`config.mk`:
```
export PLATFORM = sky130hd
export DESIGN_NAME = rtc_counter
export DESIGN_NICKNAME = d
export VERILOG_FILES = /design/src/include/rtc_pkg.sv /design/src/design/rtc_counter.sv
export SDC_FILE = /design/constraint.sdc
export NUM_CORES = 1
export LEC_CHECK = 0
export BUFFER_PORTS_ARGS = -buffer_cell sky130_fd_sc_hd__buf_2
export CAP_MARGIN = 30
export CORE_MARGIN = 3
export CORE_UTILIZATION = 45
export CTS_CLUSTER_SIZE = 40
export DETAILED_ROUTE_END_ITERATION = 8
export PLACE_DENSITY = 0.7
export SLEW_MARGIN = 30
export SYNTH_ARGS = -nofsm -noshare
export SYNTH_HDL_FRONTEND = slang
export SYNTH_SLANG_ARGS = --single-unit
```
`constraint.sdc`:
```
create_clock -name sys_clk_i -period 2.4 [get_ports sys_clk_i]
set_input_delay 0.12 -clock sys_clk_i [delete_from_list [all_inputs] [get_ports sys_clk_i]]
set_output_delay 0.12 -clock sys_clk_i [all_outputs]
set_load 0.02 [all_outputs]
```
`src/include/rtc_pkg.sv`:
```
// Constants for the real time counter block.
// Assumes a single instruction-cycle clock domain.
package rtc_pkg;
    localparam int unsigned CNT_W      = 8;
    localparam int unsigned PRE_W      = 8;
    localparam int unsigned RATE_W     = 3;
    localparam int unsigned CFG_W      = 8;
    localparam int unsigned CFG_SRC    = 5;
    localparam int unsigned CFG_EDGE   = 4;
    localparam int unsigned CFG_ASSIGN = 3;
    localparam int unsigned CFG_IEN    = 6;
    localparam int unsigned RATE_LSB   = 0;
    localparam logic [CNT_W-1:0] CNT_MAX   = 8'hff;
    localparam logic [CNT_W-1:0] CNT_RST   = 8'h00;
    localparam logic [PRE_W-1:0] PRE_RST   = 8'h00;
    localparam logic [CNT_W-1:0] CNT_ONE   = 8'h01;
    localparam logic [PRE_W-1:0] PRE_ONE   = 8'h01;
endpackage

```
`src/design/rtc_counter.sv`:
```
// Real time counter with shared prescaler and pin event source.
// Assumes count pin and watchdog tick are synchronous inputs on sys_clk_i,
// which is the instruction-cycle clock.
`timescale 1ns/100ps
module rtc_counter
(
    input  wire logic                      sys_clk_i,        // Instr clock
    input  wire logic                      arst_n_i,         // Async reset
    input  wire logic [rtc_pkg::CFG_W-1:0] timer_config_i,   // Config bits
    input  wire logic                      count_pin_i,      // Ext count pin
    input  wire logic                      watchdog_tick_i,  // Watchdog tick
    input  wire logic                      count_load_i,     // Software write
    input  wire logic [rtc_pkg::CNT_W-1:0] count_load_val_i, // Write data
    output logic [rtc_pkg::CNT_W-1:0]      real_time_counter_o, // Count
    output logic                           irq_o,            // Rollover pulse
    output logic                           watchdog_post_o   // Watchdog tick, postscaled when prescaler assigned
);
    logic [rtc_pkg::CNT_W-1:0]  cnt_q;
    logic [rtc_pkg::PRE_W-1:0]  pre_q;
    logic [rtc_pkg::PRE_W-1:0]  pre_d;
    logic                       pin_q;
    logic                       pin_prev_q;
    logic                       pin_vld_q;
    logic                       pin_hist_vld_q;
    logic                       irq_q;
    logic                       wdp_q;
    logic                       src_ext;
    logic                       fall_sel;
    logic                       prescaler_assign_select;
    logic [rtc_pkg::RATE_W-1:0] prescaler_rate_select;
    logic                       edge_hit;
    logic                       pre_in;
    logic                       pre_tap;
    logic                       pre_tap_q;
    logic                       pre_pulse;
    logic                       cnt_tick;

    assign src_ext  = timer_config_i[rtc_pkg::CFG_SRC];
    assign fall_sel = timer_config_i[rtc_pkg::CFG_EDGE];
    assign prescaler_assign_select = timer_config_i[rtc_pkg::CFG_ASSIGN];
    assign prescaler_rate_select =
        timer_config_i[rtc_pkg::RATE_LSB +: rtc_pkg::RATE_W];

    // Pin comes in as synchronous; one register stage gives edge history.
    // No edge is taken until two real samples are in, so a pin that idles
    // high when reset lifts is not mistaken for a rising edge.
    always_ff @(posedge sys_clk_i or negedge arst_n_i)
    begin
        if (!arst_n_i)
        begin
            pin_q          <= 1'b0;
            pin_prev_q     <= 1'b0;
            pin_vld_q      <= 1'b0;
            pin_hist_vld_q <= 1'b0;
        end
        else
        begin
            pin_q          <= count_pin_i;
            pin_prev_q     <= pin_q;
            pin_vld_q      <= 1'b1;
            pin_hist_vld_q <= pin_vld_q;
        end
    end

    assign edge_hit = pin_hist_vld_q
                      & (fall_sel ? (pin_prev_q & ~pin_q)
                                  : (~pin_prev_q & pin_q));

    // Prescaler input: counter source, or watchdog tick when reassigned
    always_comb
    begin
        if (prescaler_assign_select)
            pre_in = watchdog_tick_i;
        else if (src_ext)
            pre_in = edge_hit;
        else
            pre_in = 1'b1;
    end

    assign pre_d   = pre_in ? pre_q + rtc_pkg::PRE_ONE : pre_q;
    assign pre_tap = pre_q[prescaler_rate_select];
    // Falling edge of the selected tap divides by 2^(rate+1)
    assign pre_pulse = pre_tap_q & ~pre_tap;

    always_ff @(posedge sys_clk_i or negedge arst_n_i)
    begin
        if (!arst_n_i)
        begin
            pre_q     <= rtc_pkg::PRE_RST;
            pre_tap_q <= 1'b0;
        end
        else
        begin
            pre_q     <= pre_d;
            pre_tap_q <= pre_tap;
        end
    end

    always_comb
    begin
        if (prescaler_assign_select)
            cnt_tick = src_ext ? edge_hit : 1'b1;
        else
            cnt_tick = pre_pulse;
    end

    always_ff @(posedge sys_clk_i or negedge arst_n_i)
    begin
        if (!arst_n_i)
            cnt_q <= rtc_pkg::CNT_RST;
        else if (count_load_i)
            cnt_q <= count_load_val_i;
        else if (cnt_tick)
            cnt_q <= cnt_q + rtc_pkg::CNT_ONE;
    end

    // Interrupt is a pulse only: nothing is latched for software
    always_ff @(posedge sys_clk_i or negedge arst_n_i)
    begin
        if (!arst_n_i)
            irq_q <= 1'b0;
        else
            irq_q <= !count_load_i && cnt_tick
                     && cnt_q == rtc_pkg::CNT_MAX
                     && timer_config_i[rtc_pkg::CFG_IEN];
    end

    always_ff @(posedge sys_clk_i or negedge arst_n_i)
    begin
        if (!arst_n_i)
            wdp_q <= 1'b0;
        else
            wdp_q <= prescaler_assign_select ? pre_pulse
                                             : watchdog_tick_i;
    end

    assign real_time_counter_o = cnt_q;
    assign irq_o               = irq_q;
    assign watchdog_post_o     = wdp_q;
endmodule

```
* Word-level counts from Yosys, hierarchy flattened
Cells that the tools add are included.
** Cells by class
- Add/sub/neg operators :: 2
- Magnitude comparators :: 1
- Equal/unequal tests :: 1
- Multiplexer cells :: 9
- Bitwise operators :: 7
- Reductions and logical operators :: 5
** Operators by type and width (count)
- adder 8 x 1 -> 8 bit (second input constant) :: 2
- two-way mux 8 bit :: 2
- equality test 8 bit (second input constant) :: 1
- two-way mux 1 bit :: 6
- bitwise AND 1 bit :: 4
- less-than comparator 3 x 4 -> 1 bit (second input constant) :: 1
- binary-select mux 1 bit (select 3 bit) :: 1
- logical AND 1 bit :: 3
- NOT 1 bit :: 3
- nonzero test 2 bit :: 1
- logical NOT 1 bit :: 1
** Word-level totals
- Flip-flop bits (word level) :: 23
- Input bits :: 21
- Output and inout port bits :: 10
- Word-level logic and storage cells :: 34

* Depth between registers and ports, before layout
Gate-level depths: netlist (run 1).
- Depth after elaboration :: 9
- Gate-level depth with buffers :: 7
- Mapped depth without buffers :: 5

* Least setup slack after synthesis (run 1)
No wires, ideal clock.
- Kind :: reg2reg
- From :: register pre_q[0] (netlist name)
- To :: register cnt_q, in the netlist real_time_counter_o[1]
- Library setup time :: 132 ps
- Data arrival time :: 1588 ps
- Required time :: 2268 ps
- Slack :: 680 ps
- Cell stages (with the launch flop) :: 7
- Buffers on the path :: 1
- Clock period less this slack :: 1720 ps
- Cells stage by stage :: dfrtp_1 mux2i_1 mux4_2 a31oi_4 buf_6 mux2i_1 o21ai_1
** Between the ends
- Cells in the longest elaborated chain, start to end :: 6
** RTL lines
- start: declaration :: RTL line rtc_counter.sv:19 : logic [rtc_pkg::PRE_W-1:0] pre_q;
- start signal: assignment :: RTL line rtc_counter.sv:89 : pre_q <= rtc_pkg::PRE_RST;
- start signal: assignment :: RTL line rtc_counter.sv:94 : pre_q <= pre_d;
- binary-select mux 1 bit (select 3 bit) :: RTL line rtc_counter.sv:81 : assign pre_tap = pre_q[prescaler_rate_select];
- two-way mux 1 bit (implied by the code) :: RTL line rtc_counter.sv:81
- NOT 1 bit :: RTL line rtc_counter.sv:83 : assign pre_pulse = pre_tap_q & ~pre_tap;
- bitwise AND 1 bit :: RTL line rtc_counter.sv:83
- two-way mux 1 bit :: RTL line rtc_counter.sv:101 : if (prescaler_assign_select)
- nonzero test 2 bit (no source line)
- end signal: assignment :: RTL line rtc_counter.sv:110 : cnt_q <= rtc_pkg::CNT_RST;
- end signal: assignment :: RTL line rtc_counter.sv:112 : cnt_q <= count_load_val_i;
- end signal: assignment :: RTL line rtc_counter.sv:114 : cnt_q <= cnt_q + rtc_pkg::CNT_ONE;
- end: declaration :: RTL line rtc_counter.sv:18 : logic [rtc_pkg::CNT_W-1:0] cnt_q;
No other way between the ends. The select of a mux whose other input is x is not followed.
A chain may end at the register's enable or synchronous reset.

* Worst setup path after layout (run 1)
Ends and elaborated chain as after synthesis.

==> impl_results.md, run 1 <==
* Max Fclk at 509.6 MHz
* Switch Pwr at 410.5 uW
* Root Buffer Master: clkbuf_4
* Synth top area cells: dfrtp_1, xnor2_1, mux2i_1, or3_1, nand3_1
* Met2 GRT Util at 26.57%
* DIE WIDTH at 56.85 um
* Fin crit share at 81.77%
* Area of the core at 2340 um2
* Initial antenna violation count at 0
* Detail Route Antenna Nets at 0
* TNS Setup at 0 ns
* Post-synth EDFFs at 0
* Non-Filler Instances at 170
* Worst Setup End Kind: flop
* Slew margin rel. at 65.39%
* Share of the synthesized area in the top cell type at 49.46%
* Port bufs at 29
* Crit-path most repeated cell: mux2i_1
* Status: finished, final reports clean
* H-tree levels at 1
* Nets at 166
* CTS tree: built
* RSZ-0062 raised after global routing: false
* Yosys warnings at 0
* Slew @ Worst Pin at 0.5191 ns
* First-pass GRT wire length at 3967 um
* Aggregate global routing overflow at 0
* Clock Sinks at 23
* Setup Fix Bufs, Post-CTS at 0
* Ant. Diodes at 0
* Fin util at 59.47%
* GPL Wtd Cong at 0.7780
* Async SR Flop Fraction at 100.0%
* CTS buffer count at 3
* DP HPWL at 1641 um
* Pint at 715.9 uW
* Share of cells above drive strength 1 at 26.06%
* Crit path max fanout at 15
* Worst path cell trace: mux2i_1, mux4_2, a31oi_4, mux2i_1, o21ai_1
* Clock power frac at 16.0%
* Max Slew Vio Count at 0
* Starting Density at 49.73%
* Pleak at 0.0006249 uW
* Main flop type after synthesis: dfrtp_1
* Seq/Total Area, Yosys at 49.46%
* Met1 usage in global routing at 18.84%
* Pwr per Cell Area at 809.6 nW/um2
* Post-synth net total at 131
* Vias/cell at 5.471
* CTS resizes at 0
* Worst skew pair latency at 0.31 ns
* Yosys cell types at 38
* Biggest area consumer among synthesized cells: dfrtp_1
* Vias in the first global route at 900
* Clk pin slew, worst setup/hold paths at 0.13 ns
* HP Class: primary input to flop
* CTS Buffer Depth at 2
* Critical path startpoint category: flop
* Worst slack, placed at 0.4456 ns
* WP data required at 2.60 ns
* Skew final at 0.001242 ns
* DP Cell Count at 162
* Die H at 56.85 um
* Final worst slack at 0.4376 ns
* Max incr delay on CP at 0.51 ns
* Peak VDD IR at 571.1 uV
* Mapped Area at 1164 um2
* Final WL at 2195 um
* Register bit total from synthesis at 23
* Fin crit period at 1.962 ns
* Final Hold Fails at 0
* Sw frac at 36.44%
* TritonRoute pass-1 iters at 4
* Sequential share of power at 52.9%
* Final Setup Violations at 0
* Final Total Pwr at 1126 uW
* Area growth syn-to-layout at 19.57%
* CP Class: flop to flop
* Largest net degree at the start of global routing at 24
* Mean post-synth cell area at 10.77 um2
* WL/cell at 12.91 um
* Combinational Power Share at 31.1%
* Routed via count at 930
* Max cap viols at 0
* Rows at 17
* Routing usage on met3 at 2.989%
* I/O Pins at 31
* CP arrival at 2.16 ns
* DR iter-0 viols at 38
* DRC viols at 0
* Gr busiest metal: met2
* Mapped Cells at 108
* Die area at 3232 um2
* Slowest library cell on the worst path: mux4_2
* GRT Resource Usage Total at 15.27%
through the flow:
stage | instance area, um2 | hold WS [ns]
2_1_floorplan | 1164 | -0.1756
3_3_place_gp | 1321 | 0.1200
3_5_place_dp | 1321 | 0.1231
4_1_cts | 1371 | 0.002395
5_1_grt | 1391 | 0.01240
6_report | 1391 | 0.01214
logic make-up (layout without fill, tap and decap cells):
family          Yosys count  count (layout)  synth area share (%)
xor+xnor                  8               8                 6.022
mux                       7               7                 7.204
other cells               1               1                0.3223
buf+inv                   8              42                 3.548
simple gates             41              41                 19.68
compound gates           18              18                 11.61
fa+ha+maj                 2               2                 2.150
flops                    23              23                 49.46
power by group through the flow:
stage | Clock [uW] | Combinational (uW) | Sequential [uW]
after global routing | 204 | 401 | 613
after floorplan | 0 | 236 | 610
after CTS | 191 | 353 | 594
after detailed placement | 0 | 351 | 601
final | 181 | 350 | 596
after global placement | 0 | 337 | 599
worst max-delay path: cells and delay by family (launching register included):
kind,cells,cell delay [ns]
muxes,3,0.88
AOI/OAI and AO/OA,2,0.50
DFF,1,0.47
worst paths after layout:
check	start	end	slack (ns)	cells past startpoint
max in group asynchronous	arst_n_i	real_time_counter_o[3]	1.76	2
min in group asynchronous	arst_n_i	irq_o	0.30	2
max	pre_q[0]	real_time_counter_o[1]	0.44	5
max reg2reg	pre_q[0]	real_time_counter_o[1]	0.44	5
min	count_load_val_i[0]	real_time_counter_o[0]	0.01	3
min reg2reg	pin_vld_q	pin_hist_vld_q	0.37	0
layer usage:
metal,vias to the layer above,share of wire (%)
met5,-,0
met4,0,1.4
met1,433,43
met3,4,6.7
li1,460,-
met2,33,49
synthesized netlist by cell type (3+ instances only):
library cell	count
mux2i_1	5
nand3_1	7
nor2_1	4
inv_1	5
nand2_1	9
a31oi_1	3
xnor2_1	6
or3_1	7
o21ai_0	3
dfrtp_1	23
registers in the layout, indices dropped and copies added, names as in the netlist:
name	count
real_time_counter_o	8
pin_q	1
pin_vld_q	1
pin_prev_q	1
irq_o	1
watchdog_post_o	1
pre_q	8
pre_tap_q	1
pin_hist_vld_q	1
final cells by class:
class / instances / area, um2
multi-input cells: 77 / 546.8
flip-flops and latches: 23 / 575.6
fillers: 214 / 948.4
repair buffers: 33 / 185.2
inverters: 5 / 18.77
clock inverters: 1 / 7.507
clock buffers: 3 / 22.52
well taps: 28 / 35.03
repair_timing:
action                                 in CTS  in global routing
hold buffers                                2                  2
setup endpoints to repair                   0                  0
endpoints found under the hold margin      24                  2
layout by cell type (no fill, tap or decap), types with 3 or more instances in the layout:
cell type | Yosys | routed
dlygate4sd3_1 | 0 | 4
nand2_1 | 9 | 9
clkbuf_4 | 0 | 3
mux2i_1 | 5 | 5
or3_1 | 7 | 7
a31oi_1 | 3 | 3
nand3_1 | 7 | 7
inv_1 | 5 | 5
o21ai_0 | 3 | 3
nor2_1 | 4 | 4
buf_2 | 0 | 29
xnor2_1 | 6 | 6
dfrtp_1 | 23 | 23
(Power assumes the default switching activity.)
==> run 2, diff against run 1 <==
--- a/config.mk
+++ b/config.mk
@@ -11,7 +11,7 @@
 export CORE_UTILIZATION = 45
 export CTS_CLUSTER_SIZE = 40
 export DETAILED_ROUTE_END_ITERATION = 8
-export PLACE_DENSITY = 0.7
+export PLACE_DENSITY = 0.73
 export SLEW_MARGIN = 30
 export SYNTH_ARGS = -nofsm -noshare
 export SYNTH_HDL_FRONTEND = slang
==> constraint.sdc (replaced) <==
create_clock -name sys_clk_i -period 1.6 [get_ports sys_clk_i]
set_input_delay 0.08 -clock sys_clk_i [delete_from_list [all_inputs] [get_ports sys_clk_i]]
set_output_delay 0.08 -clock sys_clk_i [all_outputs]
set_load 0.02 [all_outputs]
==> run 2 against run 1 <==
Highest routed layer unchanged. Global-route usage grew 1.7 points. Clock skew grew 0.0018 ns. Clock-buffer cell count is the same. Critical endpoint is now real_time_counter_o[3]. Utilization grew 8.0 points. Sequential power grew 39%. Cell area grew 13%. The run now ends with setup timing left.
==> impl_results.md, run 2 (synthesized netlist as in run 1, its figures left out) <==
* Status: finished, violations left
* Failing checks: setup timing
* Sw frac at 35.29%
* Routed via count at 1026
* Worst skew pair latency at 0.31 ns
* DP Cell Count at 176
* Pwr per Cell Area at 1225 nW/um2
* Critical path startpoint category: flop
* Max Fclk at 594.3 MHz
* Final WL at 2707 um
* Peak VDD IR at 847.8 uV
* Slowest library cell on the worst path: dfrtp_1
* H-tree levels at 1
* End of the worst register-to-register path: real_time_counter_o[3]
* Final Setup Violations at 8
* RSZ-0062 raised after global routing: true
* Nets at 185
* Root Buffer Master: clkbuf_4
* Initial antenna violation count at 0
* Area growth syn-to-layout at 35.70%
* DP HPWL at 1908 um
* Final Hold Fails at 0
* Reg-to-Reg Start: pre_q[1]
* Fin crit share at 105.2%
* GRT Resource Usage Total at 16.99%
* Max incr delay on CP at 0.40 ns
* Final worst slack at -0.08272 ns
* HP Class: primary input to flop
* Hold Path End: real_time_counter_o[3]
* Detail Route Antenna Nets at 0
* Vias in the first global route at 1035
* First-pass GRT wire length at 4402 um
* Port bufs at 29
* Clk pin slew, worst setup/hold paths at 0.13 ns
* WP data required at 1.85 ns
* Starting Density at 49.73%
* Slew @ Worst Pin at 0.5387 ns
* Combinational Power Share at 42.7%
* CTS Buffer Depth at 2
* Ant. Diodes at 0
* CP arrival at 1.93 ns
* FILL cells at 200
* Hold Crit Start: count_load_val_i[3]
* WL/cell at 14.32 um
* Fin crit period at 1.683 ns
* Sequential share of power at 42.9%
* Aggregate global routing overflow at 0
* Worst path cell trace: mux2i_1, mux4_2, a31oi_4, buf_6, or3_4, a31oi_1
* Delay-heaviest family, CP: multiplexers
* Slew margin rel. at 64.09%
* Rows at 17
* TNS Setup at -0.2917 ns
* Register-to-Register Setup Slack at -0.08 ns
* Commonest cells after routing, fill and taps aside: buf_2, dfrtp_1, buf_4
* Die area at 3232 um2
* Hold Crit Depth at 3
* Worst r2r path cells at 6
* CP Class: flop to flop
* Pleak at 0.0007183 uW
* DRC viols at 0
* Max cap viols at 0
* Largest net degree at the start of global routing at 24
* Pint at 1252 uW
* DR iter-0 viols at 44
* Clock power frac at 14.4%
* Clock Sinks at 23
* Non-Filler Instances at 189
* Worst Setup End Kind: flop
* Switch Pwr at 682.8 uW
* Area of the core at 2340 um2
* I/O Pins at 31
* GPL Wtd Cong at 0.7754
* TritonRoute pass-1 iters at 4
* DIE WIDTH at 56.85 um
* CTS tree: built
* Commonest non-fill, non-tap cell in the layout: buf_2
* Crit path max fanout at 8
* Share of cells above drive strength 1 at 36.65%
* Die H at 56.85 um
* Vias/cell at 5.429
* CTS buffer count at 3
* Critical path buffers and inverters at 1
* Skew final at 0.003049 ns
* Max Slew Vio Count at 0
run 2: worst max-delay path by stage:
stage                  start                     end  slack (ns)  cells past startpoint
floorplan           pre_q[0]  real_time_counter_o[1]       -0.07                      6
global placement       pin_q  real_time_counter_o[3]       -0.08                      6
detailed placement     pin_q  real_time_counter_o[3]       -0.12                      6
CTS                 pre_q[1]  real_time_counter_o[3]       -0.09                      6
global route        pre_q[1]  real_time_counter_o[1]       -0.20                      6
finish              pre_q[1]  real_time_counter_o[3]       -0.08                      6
run 2: timing repair:
| item | CTS | global route |
|---|---|---|
| hold endpoints to repair | 29 | 0 |
| hold buffers | 7 | 0 |
| gates resized for setup | 6 | 2 |
| setup buffers | 1 | 1 |
| setup endpoints to repair | 8 | 15 |
| pin swaps | 4 | 1 |
run 2: power by group through the flow:
stage	combinational, uW	clock [uW]	sequential [uW]
after floorplan	354	0	916
after global placement	742	0	827
after detailed placement	764	0	838
after CTS	812	287	833
after global routing	906	306	845
final	826	279	830
run 2: stage by stage:
stage                     area (um2)  utilization (%)  power [uW]  worst slack (ns)  hold slack (ns)
final                           1579            67.49        1935          -0.08272         0.006292
after detailed placement        1428            61.02        1602           -0.1178          0.08541
after CTS                       1560            66.68        1932          -0.08512         0.001734
after global routing            1579            67.49        2057           -0.1997          0.01705
after global placement          1428            61.02        1569          -0.08155          0.07904
after floorplan                 1165                -        1271          -0.07372          -0.2156
run 2: worst register-to-register path, cell delays in order, from the launching register on:
cell     delay [ns]
dfrtp_1        0.40
mux2i_1        0.15
mux4_2         0.29
a31oi_4        0.09
buf_6          0.15
or3_4          0.36
a31oi_1        0.17
run 2: layout make-up:
class                      instances  area, um2  area share [%]
clock buffer                       3      22.52           1.426
clock inverter                     1      7.507          0.4754
inverter                           5      18.77           1.189
multi-input combinational         77      579.3           36.69
sequential                        23      576.8           36.53
tap                               28      35.03           2.219
timing repair buffer              52      339.1           21.47
run 2: layer usage:
| layer | up-vias | GRT usage [%] | share of wire (%) |
|---|---|---|---|
| met5 | - | 0 | 0 |
| met4 | 0 | 5.960 | 1.1 |
| met3 | 4 | 2.759 | 4.2 |
| met2 | 26 | 30.20 | 53 |
| met1 | 498 | 20.58 | 41 |
| li1 | 498 | - | - |
==> run 3, diff against run 2 <==
--- a/config.mk
+++ b/config.mk
@@ -12,7 +12,8 @@
 export CTS_CLUSTER_SIZE = 40
 export DETAILED_ROUTE_END_ITERATION = 8
 export PLACE_DENSITY = 0.73
-export SLEW_MARGIN = 30
+export SKIP_CTS_REPAIR_TIMING = 1
+export SLEW_MARGIN = 20
 export SYNTH_ARGS = -nofsm -noshare
 export SYNTH_HDL_FRONTEND = slang
 export SYNTH_SLANG_ARGS = --single-unit
==> run 3 against run 2 <==
The run ends with hold timing, setup timing left. Critical endpoint unchanged. Clock power about the same. Utilization is 0.32 points lower. First-iteration DRC count fell by 2.3%. Fmax is 0.16% higher. Largest power group unchanged. Hold slack got worse by 0.022 ns. Sequential cell count did not move. Non-clock buffer count down 1.
==> impl_results.md, run 3 (synthesized netlist as in run 1, its figures left out) <==
* Status: finished, violations left
* Failing checks: hold timing, setup timing
* Commonest non-fill, non-tap cell in the layout: buf_2
* Fin crit period at 1.680 ns
* Vias in the first global route at 991
* Critical path startpoint category: flop
* Max Slew Vio Count at 0
* Area growth syn-to-layout at 35.05%
* Port bufs at 29
* DRC viols at 0
* Hold Slack at -0.01550 ns
* CP Class: flop to flop
* Final Hold Fails at 1
* Worst r2r path cells at 6
* Largest net degree at the start of global routing at 24
* Levels on crit path at 6
* Area of the core at 2340 um2
* Root Buffer Master: clkbuf_4
* CTS buffer count at 3
* DP HPWL at 1908 um
* HP Class: primary input to flop
* Hold Crit Depth at 3
* Max Fclk at 595.2 MHz
* Die area at 3232 um2
* GRT Resource Usage Total at 16.18%
* Ant. Diodes at 0
* CTS Buffer Depth at 2
* Vias/cell at 5.505
* Final WL at 2737 um
* Critical path buffers and inverters at 1
* CP arrival at 1.93 ns
* Crit path max fanout at 8
* Worst skew pair latency at 0.31 ns
* Slowest library cell on the worst path: dfrtp_1
* TritonRoute pass-1 iters at 4
* Worst slack, placed at -0.1178 ns
* DIE WIDTH at 56.85 um
* Skew final at 0.004001 ns
* Starting Density at 49.73%
* RSZ-0062 raised after global routing: true
* Final Setup Violations at 7
* Worst Setup End Kind: flop
* Slew margin rel. at 64.11%
* Max cap viols at 0
* Die H at 56.85 um
* Aggregate global routing overflow at 0
* Commonest cells after routing, fill and taps aside: buf_2, dfrtp_1, buf_4
* H-tree levels at 1
* Detail Route Antenna Nets at 0
* Pwr per Cell Area at 1225 nW/um2
* Final worst slack at -0.07997 ns
* First-pass GRT wire length at 4202 um
* WL/cell at 14.56 um
* Register-to-Register Setup Slack at -0.08 ns
* Delay-heaviest family, CP: multiplexers
* Peak VDD IR at 849.4 uV
* Clock Sinks at 23
* FILL cells at 196
* Fin crit share at 105.0%
* Routed via count at 1035
* Pleak at 0.0007163 uW
* Slew @ Worst Pin at 0.5384 ns
* Rows at 17
* Initial antenna violation count at 0
* Share of cells above drive strength 1 at 38.13%
* Nets at 184
* Clk pin slew, worst setup/hold paths at 0.13 ns
* Max incr delay on CP at 0.40 ns
* CTS tree: built
* WP data required at 1.85 ns
* DR iter-0 viols at 43
* I/O Pins at 31
* GPL Wtd Cong at 0.7754
* Worst path cell trace: mux2i_1, mux4_2, a31oi_4, buf_6, or3_4, a31oi_1
-- run 3: worst paths after layout --
path | from | endpoint
worst max-delay path | pre_q[1] | real_time_counter_o[3]
worst min-delay path | count_load_val_i[1] | real_time_counter_o[1]
worst max register to register | pre_q[1] | real_time_counter_o[3]
worst min register to register | pin_vld_q | pin_hist_vld_q
max in group asynchronous | arst_n_i | real_time_counter_o[0]
min in group asynchronous | arst_n_i | pre_tap_q
-- run 3: area by class of cell --
class / instances / area [um2] / share of cell area [%]
clock buffer: 3 / 22.52 / 1.433
clock inverter: 1 / 7.507 / 0.4777
inverter: 5 / 18.77 / 1.194
multi-input combinational: 77 / 584.3 / 37.18
sequential: 23 / 576.8 / 36.70
tap: 28 / 35.03 / 2.229
timing repair buffer: 51 / 326.6 / 20.78
-- run 3: where the power goes --
| group | total, uW | switching [uW] | internal (uW) |
|---|---|---|---|
| Clock | 277 | 181 | 95.4 |
| Sequential | 831 | 104 | 727 |
| Combinational | 818 | 392 | 425 |
| Total | 1930 | 678 | 1250 |
-- run 3: through the flow --
step	TNS (ns)	instances	area, um2	total power (uW)	util [%]
after floorplan	-0.1899	108	1165	1271	-
after global placement	-0.1715	176	1428	1569	61.02
after detailed placement	-0.3432	176	1428	1602	61.02
after CTS	-0.5883	180	1458	1881	62.30
after global routing	-1.687	188	1572	2050	67.17
final	-0.3122	188	1572	1925	67.17
-- run 3: worst register-to-register path, stage by stage, from the launching register on --
cell	delay, ns
dfrtp_1	0.40
mux2i_1	0.16
mux4_2	0.29
a31oi_4	0.09
buf_6	0.15
or3_4	0.36
a31oi_1	0.16
-- run 3: metal layers --
metal  part of all wire, %  GRT usage, %  vias to the layer above
met5                     0             0                        -
met4                   2.7         5.960                        0
met3                   4.7         2.759                        8
met2                    52         28.05                       37
met1                    40         20.00                      496
li1                      -             -                      494
